## config.mk

```make
export PLATFORM = sky130hd
export DESIGN_NAME = owd_decoder
export DESIGN_NICKNAME = d
export VERILOG_FILES = /design/src/verilog/owd_noise_filter.v /design/src/verilog/owd_decoder.v
export VERILOG_INCLUDE_DIRS = /design/src /design/src/verilog
export SDC_FILE = /design/constraint.sdc
export NUM_CORES = 1
export LEC_CHECK = 0
export ABC_AREA = 1
export BUFFER_PORTS_ARGS = -buffer_cell sky130_fd_sc_hd__buf_2
export CORE_ASPECT_RATIO = 1.2
export CORE_MARGIN = 5
export CORE_UTILIZATION = 37
export DETAILED_ROUTE_END_ITERATION = 12
export PLACE_DENSITY_LB_ADDON = 0.12
export RECOVER_POWER = 25
export SKIP_LAST_GASP = 1
export SYNTH_ARGS = -nofsm -noshare
export SYNTH_HDL_FRONTEND = slang
export SYNTH_SLANG_ARGS = --single-unit
```

## constraint.sdc

```tcl
create_clock -name sys_clk -period 1.2 [get_ports sys_clk]
set_input_delay 0.12 -clock sys_clk [delete_from_list [all_inputs] [get_ports sys_clk]]
set_output_delay 0.12 -clock sys_clk [all_outputs]
set_load 0.01 [all_outputs]
```

## src/verilog/owd_regs.vh

```
// Constants for the option word decoder: word layout, codes, bus map
`ifndef OWD_REGS_VH
`define OWD_REGS_VH

// ----------------------------------------
// Option word geometry
// ----------------------------------------
`define OWD_WORD_W 13

// ----------------------------------------
// First option word fields
// ----------------------------------------
`define OWD_W0_RSV 12
`define OWD_W0_WIDTH 11
`define OWD_W0_NFDIS 10
`define OWD_W0_RSTPIN 9
`define OWD_W0_IPER_HI 8
`define OWD_W0_IPER_LO 7
`define OWD_W0_WDOG 6
`define OWD_W0_OSC_HI 5
`define OWD_W0_OSC_LO 3
`define OWD_W0_PROT_HI 2
`define OWD_W0_PROT_LO 0

// ----------------------------------------
// Second option word fields
// ----------------------------------------
`define OWD_W1_SRC 12
`define OWD_W1_RSV_LO 11
`define OWD_W1_RSV_HI 10
`define OWD_W1_LP 9
`define OWD_W1_TRIM_HI 8
`define OWD_W1_TRIM_LO 4
`define OWD_W1_FREQ_HI 3
`define OWD_W1_FREQ_LO 2
`define OWD_W1_BOR_HI 1
`define OWD_W1_BOR_LO 0

// ----------------------------------------
// Identification word fields
// ----------------------------------------
`define OWD_W2_SUB_HI 12
`define OWD_W2_SUB_LO 9
`define OWD_W2_RSV8 8
`define OWD_W2_RSV7 7
`define OWD_W2_RSV_HI 6
`define OWD_W2_RSV_LO 5
`define OWD_W2_ID_HI 4
`define OWD_W2_ID_LO 0

// ----------------------------------------
// Oscillator mode codes
// ----------------------------------------
`define OWD_OSC_XTAL 3'h0
`define OWD_OSC_HXTAL 3'h1
`define OWD_OSC_LXTAL 3'h2
`define OWD_OSC_32K 3'h3
`define OWD_OSC_INTRC_IO 3'h4
`define OWD_OSC_INTRC_CLK 3'h5
`define OWD_OSC_EXTRC_IO 3'h6
`define OWD_OSC_EXTRC_CLK 3'h7

// ----------------------------------------
// Internal RC frequency and instruction period codes
// ----------------------------------------
`define OWD_FREQ_4M 2'h0
`define OWD_FREQ_16M 2'h1
`define OWD_FREQ_8M 2'h2
`define OWD_FREQ_UNDEF 2'h3
`define OWD_IPER_4 5'h04
`define OWD_IPER_2 5'h02
`define OWD_IPER_8 5'h08
`define OWD_IPER_16 5'h10

// ----------------------------------------
// Noise filter widths in oscillator periods
// ----------------------------------------
`define OWD_NF_LONG_PERIODS 6'h20
`define OWD_NF_SHORT_PERIODS 6'h08

// ----------------------------------------
// Register map
// ----------------------------------------
`define OWD_CTRL_ADDR 4'h0
`define OWD_STAT_ADDR 4'h4
`define OWD_CTRL_RST 2'h0
`define OWD_CTRL_FREQ_HI 7
`define OWD_CTRL_FREQ_LO 6
`define OWD_RESP_OKAY 2'h0
`define OWD_RESP_SLVERR 2'h2

`endif

```

## src/verilog/owd_noise_filter.v

```verilog
// Width filter for the falling-edge external interrupt input
`timescale 1ns/1ps
`include "owd_regs.vh"

module owd_noise_filter (
   // Clock and reset
   input wire sys_clk,
   input wire rst,
   // Synchronised pin level and controls
   input wire int_level,
   input wire filter_on,
   input wire long_width,
   // Accepted falling edge
   output reg int_event
);

   reg prev_reg;
   reg armed_reg;
   reg [5:0] cnt_reg;
   wire [5:0] need_periods;
   wire [5:0] cnt_inc;
   wire fall;

   // One oscillator period is one sys_clk cycle
   assign need_periods = long_width ? `OWD_NF_LONG_PERIODS : `OWD_NF_SHORT_PERIODS;
   assign cnt_inc = cnt_reg + 6'h01;
   assign fall = prev_reg & ~int_level;

   // --------------------------------------
   // Low-pulse width counter
   // --------------------------------------
   // Re-arms only after a high level so a stuck-low pin fires once
   always @(posedge sys_clk) begin
      if (rst) begin
         prev_reg <= 1'b1;
         armed_reg <= 1'b0;
         cnt_reg <= 6'h00;
         int_event <= 1'b0;
      end else begin
         prev_reg <= int_level;
         if (!filter_on) begin
            int_event <= fall;
            cnt_reg <= 6'h00;
            armed_reg <= 1'b0;
         end else if (int_level) begin
            int_event <= 1'b0;
            cnt_reg <= 6'h00;
            armed_reg <= 1'b1;
         end else if (armed_reg) begin
            cnt_reg <= cnt_inc;
            int_event <= (cnt_inc == need_periods);
            if (cnt_inc == need_periods) begin
               armed_reg <= 1'b0;
            end
         end else begin
            int_event <= 1'b0;
         end
      end
   end

endmodule

```

## src/verilog/owd_decoder.v

```verilog
// Option word decoder with its control and status register slave
//
// Overview of operation
// - Option words are never mapped on the register bus.
// - Three 13-bit words: two option words and one identification word.
// - Interrupt filter accepts 32-period pulses, or 8 when width bit set.
// - Filter is off in 32 kHz crystal mode or during sleep.
// - First word bit 10 low enables the filter, high disables it.
// - First word bit 9 selects reset input over general I/O.
// - Instruction period code 00/01/10/11 gives 4/2/8/16 clocks.
// - First word bit 6 enables the watchdog.
// - Oscillator codes 000 to 011 select the four crystal modes.
// - Codes 100 to 111 select RC modes with pin use as given.
// - Three-bit protect field set to one enables code protection.
// - Second word bit 12 picks RC frequency from option or register.
// - Second word bit 9 selects low power consumption.
// - RC frequency code 00/01/10 means 4/16/8 MHz.
// - Brown-out code 00 disables; other codes pick the trip level.
// - Third word bits 12 to 9 trim the watchdog sub-oscillator.
// - Third word bits 4 to 0 hold the customer code.
// - Run-time RC frequency comes from control bits 7 and 6.
`timescale 1ns/1ps
`include "owd_regs.vh"

module owd_decoder (
   // Clock and reset
   input wire sys_clk,
   input wire rst,
   // Non-volatile option words
   input wire [12:0] cfg_word0,
   input wire [12:0] cfg_word1,
   input wire [12:0] cfg_word2,
   // External interrupt pin and core state
   input wire int_pin,
   input wire sleep_mode,
   // AXI4-Lite write address
   input wire [3:0] s_axi_awaddr,
   input wire s_axi_awvalid,
   output reg s_axi_awready,
   // AXI4-Lite write data
   input wire [31:0] s_axi_wdata,
   input wire [3:0] s_axi_wstrb,
   input wire s_axi_wvalid,
   output reg s_axi_wready,
   // AXI4-Lite write response
   output reg [1:0] s_axi_bresp,
   output reg s_axi_bvalid,
   input wire s_axi_bready,
   // AXI4-Lite read address
   input wire [3:0] s_axi_araddr,
   input wire s_axi_arvalid,
   output reg s_axi_arready,
   // AXI4-Lite read data
   output reg [31:0] s_axi_rdata,
   output reg [1:0] s_axi_rresp,
   output reg s_axi_rvalid,
   input wire s_axi_rready,
   // Interrupt filter result
   output wire ext_int_event,
   output reg filter_active,
   // Decoded core controls
   output reg reset_pin_select,
   output reg [4:0] instr_period_clocks,
   output reg watchdog_on,
   output reg [2:0] code_protect,
   output reg low_power_select,
   // Decoded oscillator controls
   output reg [2:0] osc_mode,
   output reg slow_crystal_32k_mode,
   output reg internal_rc_mode,
   output reg external_rc_mode,
   output reg osc_out_enable,
   output reg osc_out_open_drain,
   output reg rc_input_enable,
   output reg [1:0] rc_freq_sel,
   // Decoded trims, levels and identification
   output reg brownout_enable,
   output reg [1:0] brownout_level,
   output reg [4:0] rc_trim_bits,
   output reg [3:0] sub_osc_trim,
   output reg [4:0] customer_code_bits,
   output reg config_fault
);

   // -----------------------------------------
   // Declarations
   // -----------------------------------------
   reg [12:0] word0_reg;
   reg [12:0] word1_reg;
   reg [12:0] word2_reg;
   reg int_meta_reg;
   reg int_sync_reg;
   reg [1:0] ctrl_freq_reg;
   reg [3:0] aw_addr_reg;
   reg aw_held_reg;
   reg [7:0] w_byte_reg;
   reg w_lane_reg;
   reg w_held_reg;
   reg [2:0] osc_next;
   reg [1:0] freq_next;
   reg [4:0] iper_next;
   reg filter_next;
   reg fault_next;
   reg [31:0] rdata_next;
   reg [1:0] rresp_next;

   // -----------------------------------------
   // Option word capture
   // -----------------------------------------
   // Words are sampled on every clock edge while reset is held and frozen after release
   always @(posedge sys_clk) begin
      if (rst) begin
         word0_reg <= cfg_word0;
         word1_reg <= cfg_word1;
         word2_reg <= cfg_word2;
      end
   end

   // Interrupt pin synchroniser, second stage is the only reader
   always @(posedge sys_clk) begin
      if (rst) begin
         int_meta_reg <= 1'b1;
         int_sync_reg <= 1'b1;
      end else begin
         int_meta_reg <= int_pin;
         int_sync_reg <= int_meta_reg;
      end
   end

   // -----------------------------------------
   // Decode of multi-bit fields
   // -----------------------------------------
   // Oscillator code, instruction period, RC frequency, filter gate
   always @* begin
      osc_next = word0_reg[`OWD_W0_OSC_HI:`OWD_W0_OSC_LO];
      case (word0_reg[`OWD_W0_IPER_HI:`OWD_W0_IPER_LO])
         2'h0: iper_next = `OWD_IPER_4;
         2'h1: iper_next = `OWD_IPER_2;
         2'h2: iper_next = `OWD_IPER_8;
         default: iper_next = `OWD_IPER_16;
      endcase
      if (word1_reg[`OWD_W1_SRC]) begin
         freq_next = ctrl_freq_reg;
      end else begin
         freq_next = word1_reg[`OWD_W1_FREQ_HI:`OWD_W1_FREQ_LO];
      end
      if (freq_next == `OWD_FREQ_UNDEF) begin
         freq_next = `OWD_FREQ_4M;
      end
      filter_next = !word0_reg[`OWD_W0_NFDIS]
         && (osc_next != `OWD_OSC_32K) && !sleep_mode;
      fault_next = (word1_reg[`OWD_W1_TRIM_HI:`OWD_W1_TRIM_LO] != 5'h00)
         || word0_reg[`OWD_W0_RSV] || word1_reg[`OWD_W1_RSV_LO]
         || !word1_reg[`OWD_W1_RSV_HI]
         || word2_reg[`OWD_W2_RSV8] || !word2_reg[`OWD_W2_RSV7]
         || (word2_reg[`OWD_W2_RSV_HI:`OWD_W2_RSV_LO] != 2'h0);
   end

   // -----------------------------------------
   // Registered control outputs
   // -----------------------------------------
   // Outputs show safe defaults while reset is held
   always @(posedge sys_clk) begin
      if (rst) begin
         filter_active <= 1'b0;
         reset_pin_select <= 1'b0;
         instr_period_clocks <= `OWD_IPER_4;
         watchdog_on <= 1'b0;
         code_protect <= 3'h0;
         low_power_select <= 1'b0;
         osc_mode <= `OWD_OSC_XTAL;
         slow_crystal_32k_mode <= 1'b0;
         internal_rc_mode <= 1'b0;
         external_rc_mode <= 1'b0;
         osc_out_enable <= 1'b0;
         osc_out_open_drain <= 1'b0;
         rc_input_enable <= 1'b0;
         rc_freq_sel <= `OWD_FREQ_4M;
         brownout_enable <= 1'b0;
         brownout_level <= 2'h0;
         rc_trim_bits <= 5'h00;
         sub_osc_trim <= 4'h0;
         customer_code_bits <= 5'h00;
         config_fault <= 1'b0;
      end else begin
         filter_active <= filter_next;
         reset_pin_select <= word0_reg[`OWD_W0_RSTPIN];
         instr_period_clocks <= iper_next;
         watchdog_on <= word0_reg[`OWD_W0_WDOG];
         code_protect <= word0_reg[`OWD_W0_PROT_HI:`OWD_W0_PROT_LO];
         low_power_select <= word1_reg[`OWD_W1_LP];
         osc_mode <= osc_next;
         slow_crystal_32k_mode <= (osc_next == `OWD_OSC_32K);
         internal_rc_mode <= (osc_next == `OWD_OSC_INTRC_IO)
            || (osc_next == `OWD_OSC_INTRC_CLK);
         external_rc_mode <= (osc_next == `OWD_OSC_EXTRC_IO)
            || (osc_next == `OWD_OSC_EXTRC_CLK);
         osc_out_enable <= (osc_next == `OWD_OSC_INTRC_CLK)
            || (osc_next == `OWD_OSC_EXTRC_CLK);
         osc_out_open_drain <= (osc_next == `OWD_OSC_EXTRC_CLK);
         rc_input_enable <= (osc_next == `OWD_OSC_EXTRC_IO)
            || (osc_next == `OWD_OSC_EXTRC_CLK);
         rc_freq_sel <= freq_next;
         brownout_enable <= (word1_reg[`OWD_W1_BOR_HI:`OWD_W1_BOR_LO] != 2'h0);
         brownout_level <= word1_reg[`OWD_W1_BOR_HI:`OWD_W1_BOR_LO];
         rc_trim_bits <= word1_reg[`OWD_W1_TRIM_HI:`OWD_W1_TRIM_LO];
         sub_osc_trim <= word2_reg[`OWD_W2_SUB_HI:`OWD_W2_SUB_LO];
         customer_code_bits <= word2_reg[`OWD_W2_ID_HI:`OWD_W2_ID_LO];
         config_fault <= fault_next;
      end
   end

   // -----------------------------------------
   // External interrupt width filter
   // -----------------------------------------
   owd_noise_filter u_filter (
      .sys_clk(sys_clk),
      .rst(rst),
      .int_level(int_sync_reg),
      .filter_on(filter_active),
      .long_width(!word0_reg[`OWD_W0_WIDTH]),
      .int_event(ext_int_event)
   );

   // -----------------------------------------
   // AXI4-Lite write channel
   // -----------------------------------------
   // Address and data are taken in either order, then answered
   always @(posedge sys_clk) begin
      if (rst) begin
         s_axi_awready <= 1'b0;
         s_axi_wready <= 1'b0;
         s_axi_bvalid <= 1'b0;
         s_axi_bresp <= `OWD_RESP_OKAY;
         aw_held_reg <= 1'b0;
         w_held_reg <= 1'b0;
         aw_addr_reg <= 4'h0;
         w_byte_reg <= 8'h00;
         w_lane_reg <= 1'b0;
         ctrl_freq_reg <= `OWD_CTRL_RST;
      end else begin
         if (s_axi_awvalid && s_axi_awready) begin
            aw_addr_reg <= s_axi_awaddr;
            aw_held_reg <= 1'b1;
            s_axi_awready <= 1'b0;
         end else if (!aw_held_reg && !s_axi_bvalid) begin
            s_axi_awready <= 1'b1;
         end
         if (s_axi_wvalid && s_axi_wready) begin
            w_byte_reg <= s_axi_wdata[7:0];
            w_lane_reg <= s_axi_wstrb[0];
            w_held_reg <= 1'b1;
            s_axi_wready <= 1'b0;
         end else if (!w_held_reg && !s_axi_bvalid) begin
            s_axi_wready <= 1'b1;
         end
         if (aw_held_reg && w_held_reg && !s_axi_bvalid) begin
            aw_held_reg <= 1'b0;
            w_held_reg <= 1'b0;
            s_axi_bvalid <= 1'b1;
            if (aw_addr_reg == `OWD_CTRL_ADDR) begin
               s_axi_bresp <= `OWD_RESP_OKAY;
               if (w_lane_reg) begin
                  ctrl_freq_reg <= w_byte_reg[`OWD_CTRL_FREQ_HI:`OWD_CTRL_FREQ_LO];
               end
            end else if (aw_addr_reg == `OWD_STAT_ADDR) begin
               s_axi_bresp <= `OWD_RESP_OKAY;
            end else begin
               s_axi_bresp <= `OWD_RESP_SLVERR;
            end
         end else if (s_axi_bvalid && s_axi_bready) begin
            s_axi_bvalid <= 1'b0;
         end
      end
   end

   // -----------------------------------------
   // AXI4-Lite read channel
   // -----------------------------------------
   // Only control and status are visible; option words stay hidden
   always @* begin
      rdata_next = 32'h00000000;
      rresp_next = `OWD_RESP_OKAY;
      if (s_axi_araddr == `OWD_CTRL_ADDR) begin
         rdata_next[`OWD_CTRL_FREQ_HI:`OWD_CTRL_FREQ_LO] = ctrl_freq_reg;
      end else if (s_axi_araddr == `OWD_STAT_ADDR) begin
         rdata_next[3:0] = {config_fault, filter_active, rc_freq_sel};
      end else begin
         rresp_next = `OWD_RESP_SLVERR;
      end
   end

   // Read answer one cycle after the address is taken
   always @(posedge sys_clk) begin
      if (rst) begin
         s_axi_arready <= 1'b0;
         s_axi_rvalid <= 1'b0;
         s_axi_rdata <= 32'h00000000;
         s_axi_rresp <= `OWD_RESP_OKAY;
      end else if (s_axi_arvalid && s_axi_arready) begin
         s_axi_arready <= 1'b0;
         s_axi_rvalid <= 1'b1;
         s_axi_rdata <= rdata_next;
         s_axi_rresp <= rresp_next;
      end else if (s_axi_rvalid && s_axi_rready) begin
         s_axi_rvalid <= 1'b0;
      end else if (!s_axi_rvalid) begin
         s_axi_arready <= 1'b1;
      end
   end

endmodule

```

-- Yosys cells after proc, flatten, opt, wreduce, memory -nomap -nowiden
Index checks and enable logic that the tools add are counted.
- output and inout bits: 83
- logic and storage cells: 124
- input bits: 92
- register bits: 122
- bitwise operators: 5
- add/subtract/negate cells: 1
- multiplexer cells: 20
- eq/ne operators: 12
- reduce and logical (&&, ||, !) cells: 44
- operator list (operator ; count):
    5-bit case mux with 3 select lines ; 1
    3-bit equality test (second input constant) ; 4
    2-bit two-way mux ; 6
    2-bit OR reduction ; 6
    1-bit logical AND ; 11
    1-bit two-way mux ; 10
    1-bit logical OR ; 9
    4-bit by 3-bit equality test with 1-bit output (second input constant) ; 2
    4-bit logical NOT ; 2
    4-bit two-way mux ; 2
    2-bit nonzero test ; 4
    1-bit logical NOT ; 7
    6-bit by 1-bit adder with 6-bit output (second input constant) ; 1
    6-bit equality test ; 1
    6-bit two-way mux ; 1
    5-bit nonzero test ; 1
    2-bit equality test (second input constant) ; 2
    1-bit inverter ; 4
    3-bit by 2-bit equality test with 1-bit output (second input constant) ; 1
    3-bit by 2-bit inequality test with 1-bit output (second input constant) ; 1
    3-bit AND reduction ; 1
    3-bit OR reduction ; 1
    2-bit by 1-bit equality test with 1-bit output (second input constant) ; 1
    2-bit logical NOT ; 1
    2 further kinds ; 2

-- Longest topological paths before layout
Gate-level depths: netlist of the first run.
- depth in word-level cells: 7
- mapped depth: 10
- gate-level depth less buffers: 10

-- Cells and area by module
Synthesis of the first run repeated with hierarchy kept, for this count alone.
- cells, all modules: 398
- area total of the unflattened synthesis: 4070.2 um^2
- by module, submodules not included (module ; area each (um^2) ; sequential area each (um^2) ; times used ; cells each):
    owd_decoder ; 3550.9 ; 2472.4 ; 1 ; 325
    owd_noise_filter ; 519.2 ; 180.2 ; 1 ; 73

-- Worst setup path before layout of the first run
Ideal clock, no wire load.
- path type: register -> register
- start: register u_filter.cnt_reg[0]
- end: register u_filter.armed_reg
- arrival: 1.109 ns
- cell stages (with the launch flop): 11
- setup slack: -0.023 ns
- setup time: 0.114 ns
- required time: 1.086 ns
- clock period less this slack: 1.223 ns
- path buffers: 0
- path through: dfxtp_1 -> ha_1 -> nand3_1 -> nand2_1 -> nand2_1 -> nor2_1 -> nand2_1 -> clkinv_1 -> nand2_1 -> nand2_1 -> a21oi_2
- longest elaborated chain between the ends: 5
- ends and longest elaborated chain (element ; RTL line ; RTL):
    from (decl) ; owd_noise_filter.v:19 ; reg [5:0] cnt_reg;
    from (signal assigned) ; owd_noise_filter.v:50 ; cnt_reg <= cnt_inc;
    6-bit by 1-bit adder with 6-bit output ; owd_noise_filter.v:26 ; assign cnt_inc = cnt_reg + 6'h01;
    6-bit equality test ; owd_noise_filter.v:52 ; if (cnt_inc == need_periods) begin
    1-bit two-way mux ; owd_noise_filter.v:52 ;
    1-bit two-way mux ; owd_noise_filter.v:49 ; end else if (armed_reg) begin
    1-bit two-way mux ; owd_noise_filter.v:45 ; end else if (int_level) begin
    to (signal assigned) ; owd_noise_filter.v:44 ; armed_reg <= 1'b0;
    to (signal assigned) ; owd_noise_filter.v:48 ; armed_reg <= 1'b1;
    to (signal assigned) ; owd_noise_filter.v:53 ; armed_reg <= 1'b0;
    to (decl) ; owd_noise_filter.v:18 ; reg armed_reg;
No other way between the ends.
A chain may end at the register's enable or synchronous reset.

-- Final worst setup path of the first run
Same ends and word-level chain as after synthesis.

==> results.sh, run 1 <==
export IMPL_status="finished with violations"
export IMPL_failed_checks="negative setup slack"
export IMPL_drive_above_1_share_pct=34.0
export IMPL_yosys_warnings=0
export IMPL_crit_required_ns=1.48
export IMPL_grt_pass1_wl_mm=13.2
export IMPL_drtAntennaViolNets=0
export IMPL_first_iter_violations=64
export IMPL_grt_pass1_vias=2948
export IMPL_globalplace_congestion=0.736
export IMPL_clockPowerShare_pct=49.3
export IMPL_sw_frac_of_total_pct=21.0
export IMPL_hold_viol_final=0
export IMPL_p_int_w=0.00778
export IMPL_synthCells=373
export IMPL_diodes=0
export IMPL_finalSetupViolations=2
export IMPL_start_util_pct=37.7
export IMPL_hp_class="primary input to flip-flop"
export IMPL_cp_arrival_ns=1.51
export IMPL_clkTransAtPathRegs_ns=0.05
export IMPL_vias_per_cell=4.19
export IMPL_reg2reg_depth=10
export IMPL_row_count=41
export IMPL_ioPinCount=175
export IMPL_period_needed_ns=1.23
export IMPL_routed_wirelength_mm=8.19
export IMPL_ys_flop_type="dfxtp_1"
export IMPL_grt_max_degree=52
export IMPL_fin_cells=705
export IMPL_track_usage_pct=13.0
export IMPL_cp_end_kind="flip-flop"
export IMPL_critPathKind="flip-flop to flip-flop"
export IMPL_max_vdd_ir_drop_uv=1150
export IMPL_cts_sinks=113
export IMPL_power_density_mw_per_mm2=1680
export IMPL_cts_tree="yes"
export IMPL_die_w_um=104
export IMPL_period_share_pct=103
export IMPL_skew_ns=0.00408
export IMPL_clock_latency_ns=0.39
export IMPL_drv_cap=0
export IMPL_portBuffers=112
export IMPL_rsz0062_at_grt="true"
export IMPL_synth_cell_type_count=33
export IMPL_final_common_cell="buf_2"
export IMPL_synth_top_area_share_pct=37.6
export IMPL_drv_slew=0
export IMPL_cp_max_fo=4
export IMPL_die_y_um=123
export IMPL_postLayoutCoreUtil_pct=55.9
export IMPL_vias=2952
export IMPL_fin_ws_ns=-0.0309
export IMPL_dpl_hpwl_mm=5.56
export IMPL_cp_start_kind="flip-flop"
export IMPL_yosysTopAreaCell="dfxtp_1"
export IMPL_p_switching_w=0.00207
export IMPL_tns_ns=-0.0559
export IMPL_core_area_mm2=0.0105
export IMPL_clockRootBuffer="clkbuf_16"
export IMPL_pwr_share_seq_pct=43.6
export IMPL_drc=0
export IMPL_leakage_nw=2.72
export IMPL_min_path_cells=3
export IMPL_grt_overflow=0
export IMPL_clock_path_buffers=2
export IMPL_nets=657
export IMPL_ys_ff_latch=113
export IMPL_post_place_ws_ns=-0.0341
export IMPL_synth_area_leaders="dfxtp_1 38%, edfxtp_1 30%, buf_4 5.7%"
export IMPL_drt_pass1_iterations=4
export IMPL_power_frac_comb_pct=7.2
export IMPL_numCtsBuffers=17
export IMPL_syn_to_final_growth_pct=48.4
export IMPL_place_inst=619
export IMPL_async_flop_share_pct=0
export IMPL_yosysSeqAreaShare_pct=67.3
export IMPL_syn_avg_cell_area_um2=10.6
export IMPL_dieArea_mm2=0.0128
export IMPL_fillers=918
export IMPL_mostFrequentLayoutCells="111 x buf_2, 68 x dfxtp_1, 55 x inv_1"
export IMPL_synth_edff_count=39
export IMPL_avgRoutedWirePerCell_um=11.6
export IMPL_antenna_found_initial=0
export IMPL_synthesis_area_mm2=0.00394
export IMPL_clock_fmax_mhz=812
export IMPL_htree_levels=4
-- layer usage --
metal	global-route usage, %	routed length [um]
met1	14.2	3350
met2	21.5	3930
met3	6.11	727
met4	6.56	179
met5	0	0
-- power by group through the flow --
| stage | clock, W | combinational (W) | sequential (W) |
|---|---|---|---|
| after floorplan | 0 | 0.000303 | 0.00441 |
| after global placement | 0 | 0.000565 | 0.00436 |
| after detailed placement | 0 | 0.000572 | 0.00437 |
| after CTS | 0.00499 | 0.000701 | 0.00429 |
| after global routing | 0.00519 | 0.000788 | 0.00431 |
| final | 0.00485 | 0.000704 | 0.00429 |
-- critical path, stage by stage (launching register included) --
cell and delay (ns):
dfxtp_4 0.36, ha_4 0.15, inv_1 0.04, nand2_1 0.11
nand3_2 0.10, nor2_2 0.08, nand2_1 0.06, clkinv_2 0.05
nand2_1 0.04, nand2_1 0.06, a21oi_2 0.05
-- final cells by class --
type                            count  area, um2  area share, %
Clock inverter                     12        141           2.42
Tap cell                          129        161           2.76
Timing Repair Buffer              180       1210           20.6
Inverter                           59        223           3.81
Sequential cell                   113       2670           45.6
Multi-Input combinational cell    192       1010           17.4
Clock buffer                       20        437           7.47
-- what timing repair did --
item,4_1_cts,5_1_grt
pin swaps,4,12
setup endpoints to repair,4,7
hold buffers,49,0
buffers inserted,3,2
endpoints found under the hold margin,49,0
gates resized for setup,14,23
-- Yosys cell counts (all sizes together) (3+ instances only) --
cell    count
nand2      37
buf        32
clkbuf      5
edfxtp     39
nor2       55
o21ai      19
nand4       3
dfxtp      74
nor4        4
a21oi      17
nand3       7
nor3        6
inv        58
-- worst paths after layout --
| kind | start | endpoint | slack (ns) |
|---|---|---|---|
| max | u_filter.cnt_reg[0] | u_filter.armed_reg | -0.03 |
| max reg2reg | u_filter.cnt_reg[0] | u_filter.armed_reg | -0.03 |
| min | s_axi_wstrb[0] | w_lane_reg | 0.02 |
| min reg2reg | int_meta_reg | int_sync_reg | 0.41 |
-- stage by stage --
step                      hold WS [ns]  power, W  cell area (um2)
after floorplan                  0.197   0.00471             4050
after global placement           0.296   0.00493             4630
after detailed placement         0.298   0.00494             4630
after CTS                      0.00609   0.00998             5770
after global routing            0.0360    0.0103             5850
final                           0.0216   0.00984             5850
-- logic make-up (layout without fill, tap and decap cells) --
group / count (synthesis) / in the layout / share of synthesized area, %
compound gates: 43 / 43 / 6.10
fa+ha+maj: 2 / 2 / 0.635
xor+xnor: 1 / 1 / 0.222
simple gates: 117 / 117 / 13.3
flops: 113 / 113 / 67.3
buf+inv: 96 / 271 / 12.3
other cells: 1 / 29 / 0.0951
No activity file was read; power rests on OpenSTA's default activity.
==> run 2: changes to the inputs <==
Settings changed: PLACE_DENSITY set to 0.74, PLACE_DENSITY_LB_ADDON 0.12 to unset.
==> results.sh, run 2 (synthesized netlist as in run 1, its figures left out) <==
export IMPL_hold_viol_final=0
export IMPL_crit_required_ns=1.48
export IMPL_grt_max_degree=46
export IMPL_sw_frac_of_total_pct=21.4
export IMPL_multi_input_area_um2=970
export IMPL_rsz0062_at_grt="true"
export IMPL_clock_fmax_mhz=819
export IMPL_fin_ws_ns=-0.0210
export IMPL_drv_cap=0
export IMPL_row_count=41
export IMPL_nets=651
export IMPL_final_common_cell="buf_2"
export IMPL_htree_levels=4
export IMPL_post_place_ws_ns=-0.0382
export IMPL_reg2reg_slack_ns=-0.02
export IMPL_finalSetupViolations=4
export IMPL_power_frac_comb_pct=7.3
export IMPL_reg2reg_to="u_filter.cnt_reg[4]"
export IMPL_globalplace_congestion=0.733
export IMPL_track_usage_pct=14.0
export IMPL_final_cell_area_mm2=0.00573
export IMPL_whs_ns=0.0123
export IMPL_cts_sinks=113
export IMPL_leakage_nw=2.67
export IMPL_first_iter_violations=79
export IMPL_vias=3054
export IMPL_reg2reg_depth=8
export IMPL_crit_family="flip-flops"
export IMPL_dpl_hpwl_mm=5.65
export IMPL_clock_latency_ns=0.39
export IMPL_failed_checks="negative setup slack"
export IMPL_cp_num_buf_inv=3
export IMPL_status="finished with violations"
export IMPL_grt_pass1_wl_mm=14.1
export IMPL_ioPinCount=175
export IMPL_die_w_um=104
export IMPL_cp_depth=8
export IMPL_grt_overflow=0
export IMPL_period_share_pct=102
export IMPL_drt_pass1_iterations=6
export IMPL_drc=0
export IMPL_core_area_mm2=0.0105
export IMPL_critPathKind="flip-flop to flip-flop"
export IMPL_skew_ns=0.00702
export IMPL_drv_slew=0
export IMPL_grt_pass1_vias=3080
export IMPL_pwr_share_seq_pct=44.7
export IMPL_numCtsBuffers=17
export IMPL_slowest_stage="dfxtp_4"
export IMPL_p_int_w=0.00755
export IMPL_syn_to_final_growth_pct=45.4
export IMPL_antenna_found_initial=0
export IMPL_portBuffers=112
export IMPL_hp_start="s_axi_wstrb[0]"
export IMPL_power_density_mw_per_mm2=1680
export IMPL_placed_area_mm2=0.00460
export IMPL_r2r_start="u_filter.cnt_reg[0]"
export IMPL_cp_end_kind="flip-flop"
export IMPL_min_path_cells=3
export IMPL_path_cells="ha_4 > nand3_2 > nand2_2 > nand2_2 > buf_4 > buf_4 > o21ai_1 > inv_1"
export IMPL_period_needed_ns=1.22
export IMPL_drive_above_1_share_pct=32.5
export IMPL_register_area_mm2=0.00266
export IMPL_diodes=0
export IMPL_vias_per_cell=4.37
export IMPL_clockRootBuffer="clkbuf_16"
export IMPL_cp_arrival_ns=1.50
export IMPL_cp_start_kind="flip-flop"
export IMPL_mostFrequentLayoutCells="111 x buf_2, 69 x dfxtp_1, 56 x inv_1"
export IMPL_hp_class="primary input to flip-flop"
export IMPL_slowest_delay_ns=0.37
export IMPL_cp_max_fo=4
export IMPL_die_y_um=123
export IMPL_clock_path_buffers=2
export IMPL_dieArea_mm2=0.0128
export IMPL_routed_wirelength_mm=8.80
export IMPL_fillers=904
export IMPL_drtAntennaViolNets=0
export IMPL_cts_tree="yes"
export IMPL_avgRoutedWirePerCell_um=12.6
export IMPL_hold_path_endpoint="w_lane_reg"
export IMPL_max_vdd_ir_drop_uv=995
export IMPL_p_switching_w=0.00205
export IMPL_start_util_pct=37.7
export IMPL_clkTransAtPathRegs_ns=0.05
export IMPL_clockPowerShare_pct=48.0
run 2: changes by cell type in the layout (fill, tap and decap cells not counted), sizes merged:
cell,before,now
dlygate4sd3,49,47
bufinv,3,2
buf,128,126
clkbuf,23,21
clkinvlp,2,3
run 2: layout make-up:
cell class,instances,area share (%)
clock buffers,20,7.62
clock inverters,12,2.05
inverters,59,3.89
multi-input cells,192,16.9
flip-flops and latches,113,46.4
well taps,129,2.82
repair buffers,174,20.3
run 2: worst reg2reg max path: cells and delay by family (launching register included):
family	cells	cell delay, ns
AOI/OAI and AO/OA	1	0.11
adders and majority gates	1	0.16
buffers and inverters	3	0.29
and+or+nand+nor	3	0.20
DFF	1	0.37
run 2: power groups by stage:
stage | registers (W) | logic (W) | clock network [W]
floorplan | 0.00441 | 0.000303 | 0
global placement | 0.00436 | 0.000551 | 0
detailed placement | 0.00437 | 0.000564 | 0
CTS | 0.00429 | 0.000687 | 0.00470
global route | 0.00432 | 0.000780 | 0.00493
finish | 0.00430 | 0.000698 | 0.00461
run 2: worst max path at each step:
stage,startpoint,to,slack (ns)
4_1_cts,u_filter.cnt_reg[1],u_filter.armed_reg,0.0009
3_3_place_gp,u_filter.cnt_reg[0],u_filter.armed_reg,-0.0003
6_report,u_filter.cnt_reg[0],u_filter.cnt_reg[4],-0.02
3_5_place_dp,u_filter.cnt_reg[0],u_filter.armed_reg,-0.04
5_1_grt,u_filter.cnt_reg[0],u_filter.int_event,-0.11
2_1_floorplan,u_filter.cnt_reg[0],u_filter.armed_reg,0.04
run 2: per-stage QoR:
| stage | cells | total power (W) | setup TNS [ns] | utilization [%] |
|---|---|---|---|---|
| floorplan | 401 | 0.00471 | 0 | - |
| CTS | 695 | 0.00967 | 0 | 54.1 |
| global route | 699 | 0.0100 | -0.445 | 54.8 |
| finish | 699 | 0.00961 | -0.0467 | 54.8 |
| detailed placement | 615 | 0.00493 | -0.0839 | 43.9 |
| global placement | 615 | 0.00491 | -0.000271 | 43.9 |
run 2: routing by layer:
layer / part of all wire (%) / track usage (%) / vias to the layer above
li1: - / - / 1510
met1: 37 / 14.0 / 1385
met2: 52 / 25.5 / 147
met3: 9.2 / 6.48 / 12
met4: 1.5 / 5.26 / 0
met5: 0 / 0 / -
run 2: what timing repair did:
| action | in CTS | in global routing |
|---|---|---|
| pin swaps | 3 | 10 |
| setup endpoints to repair | 4 | 6 |
| hold endpoints to repair | 47 | 0 |
| setup buffers | 1 | 4 |
| gates resized for setup | 10 | 15 |
| hold buffers | 47 | 0 |
==> run 3: changes to the inputs <==
Settings changed: BUFFER_PORTS_ARGS -buffer_cell sky130_fd_sc_hd__buf_2 to -buffer_cell sky130_fd_sc_hd__clkbuf_2.
==> results.sh, run 3 (synthesized netlist as in run 1, its figures left out) <==
export IMPL_numCtsBuffers=17
export IMPL_drive_above_1_share_pct=34.4
export IMPL_clock_path_buffers=2
export IMPL_max_vdd_ir_drop_uv=1010
export IMPL_drt_pass1_iterations=7
export IMPL_cp_start_kind="flip-flop"
export IMPL_mostFrequentLayoutCells="111 x clkbuf_2, 68 x dfxtp_1, 55 x inv_1"
export IMPL_ioPinCount=175
export IMPL_status="finished with violations"
export IMPL_cts_tree="yes"
export IMPL_crit_required_ns=1.53
export IMPL_vias=3071
export IMPL_track_usage_pct=13.9
export IMPL_slew_headroom_pct=66.6
export IMPL_hp_class="primary input to flip-flop"
export IMPL_cp_max_fo=4
export IMPL_vias_per_cell=4.37
export IMPL_period_needed_ns=1.35
export IMPL_die_y_um=123
export IMPL_clockRootBuffer="clkbuf_16"
export IMPL_power_density_mw_per_mm2=1740
export IMPL_diodes=0
export IMPL_core_area_mm2=0.0105
export IMPL_first_iter_violations=104
export IMPL_clock_latency_ns=0.40
export IMPL_drtAntennaViolNets=0
export IMPL_skew_ns=0.00683
export IMPL_grt_pass1_vias=3170
export IMPL_period_share_pct=112
export IMPL_start_util_pct=37.7
export IMPL_globalplace_congestion=0.745
export IMPL_nets=654
export IMPL_htree_levels=4
export IMPL_fin_ws_ns=-0.149
export IMPL_drc=0
export IMPL_rsz0062_at_grt="true"
export IMPL_fillers=890
export IMPL_cp_end_kind="flip-flop"
export IMPL_cts_sinks=113
export IMPL_fin_cells=702
export IMPL_routed_wirelength_mm=8.79
export IMPL_critPathKind="flip-flop to flip-flop"
export IMPL_avgRoutedWirePerCell_um=12.5
export IMPL_drv_slew=0
export IMPL_finalSetupViolations=3
export IMPL_portBuffers=112
export IMPL_leakage_nw=2.69
export IMPL_grt_max_degree=36
export IMPL_syn_to_final_growth_pct=47.7
export IMPL_dieArea_mm2=0.0128
export IMPL_row_count=41
export IMPL_grt_pass1_wl_mm=14.1
export IMPL_antenna_found_initial=0
export IMPL_postLayoutCoreUtil_pct=55.6
export IMPL_clkTransAtPathRegs_ns=0.05
export IMPL_tightest_slew_ns=0.500
export IMPL_dpl_hpwl_mm=5.77
export IMPL_clock_fmax_mhz=741
export IMPL_grt_overflow=0
export IMPL_drv_cap=0
export IMPL_hold_viol_final=0
export IMPL_cp_arrival_ns=1.68
export IMPL_place_inst=618
export IMPL_final_common_cell="clkbuf_2"
export IMPL_multi_input_area_um2=987
export IMPL_register_area_mm2=0.00266
export IMPL_failed_checks="negative setup slack"
export IMPL_power_w=0.0101
export IMPL_die_w_um=104
[run 3: cell types whose count changed in the layout (fill, tap and decap cells not counted), sizes merged]
cell / previous run / this run
clkbuf: 21 / 134
buf: 126 / 15
clkinv: 8 / 5
bufinv: 2 / 4
dlygate4sd3: 47 / 49
[run 3: through the flow]
stage / setup WS, ns / setup TNS (ns) / cell area [um2] / hold WS, ns
global route: -0.215 / -0.837 / 5820 / 0.0196
finish: -0.149 / -0.307 / 5820 / 0.0172
global placement: 0.00669 / 0 / 4620 / 0.291
CTS: -0.0362 / -0.0715 / 5750 / 0.00223
floorplan: 0.0419 / 0 / 4050 / 0.197
detailed placement: -0.0561 / -0.0995 / 4620 / 0.299
[run 3: area by class of cell]
class                           count  area share (%)
Multi-Input combinational cell    192            17.0
Inverter                           59            3.82
Clock buffer                       21            7.74
Clock inverter                     11            2.77
Timing Repair Buffer              177            20.2
Sequential cell                   113            45.7
Tap cell                          129            2.77
[run 3: metal layers]
metal  track usage (%)  up-vias  share of wire (%)
li1                  -     1508                  -
met1              13.4     1424                 38
met2              25.4      126                 52
met3              6.16       13                8.8
met4              6.64        0                1.4
met5                 0        -                  0
[run 3: repair_timing]
item / 4_1_cts / 5_1_grt
endpoints found under the hold margin: 50 / 0
setup endpoints to repair: 3 / 10
hold buffers: 49 / 0
buffers inserted: 1 / 2
resized for setup: 4 / 29
pin swaps: 0 / 12
[run 3: where the power goes]
| part | internal (W) | switching, W | leakage (nW) |
|---|---|---|---|
| Combinational | 0.000326 | 0.000373 | 1.40 |
| Sequential | 0.00421 | 0.0000890 | 0.994 |
| Clock | 0.00350 | 0.00161 | 0.290 |
| Total | 0.00804 | 0.00207 | 2.69 |
[run 3: critical path, stage by stage, from the launching register on]
cell and delay [ns]:
dfxtp_4 0.36, ha_4 0.15, inv_1 0.04, nand2_1 0.11, nand3_2 0.11, nor2_2 0.12
nand2_1 0.11, clkinv_2 0.08, nand3_2 0.06, a21oi_2 0.15
[run 3: worst paths after layout]
path         depth (start not counted)                start            endpoint  slack, ns
min                                  3      s_axi_araddr[2]      s_axi_rdata[2]       0.02
min reg2reg                          1         int_meta_reg        int_sync_reg       0.41
max reg2reg                          9  u_filter.cnt_reg[0]  u_filter.int_event      -0.15
max                                  9  u_filter.cnt_reg[0]  u_filter.int_event      -0.15
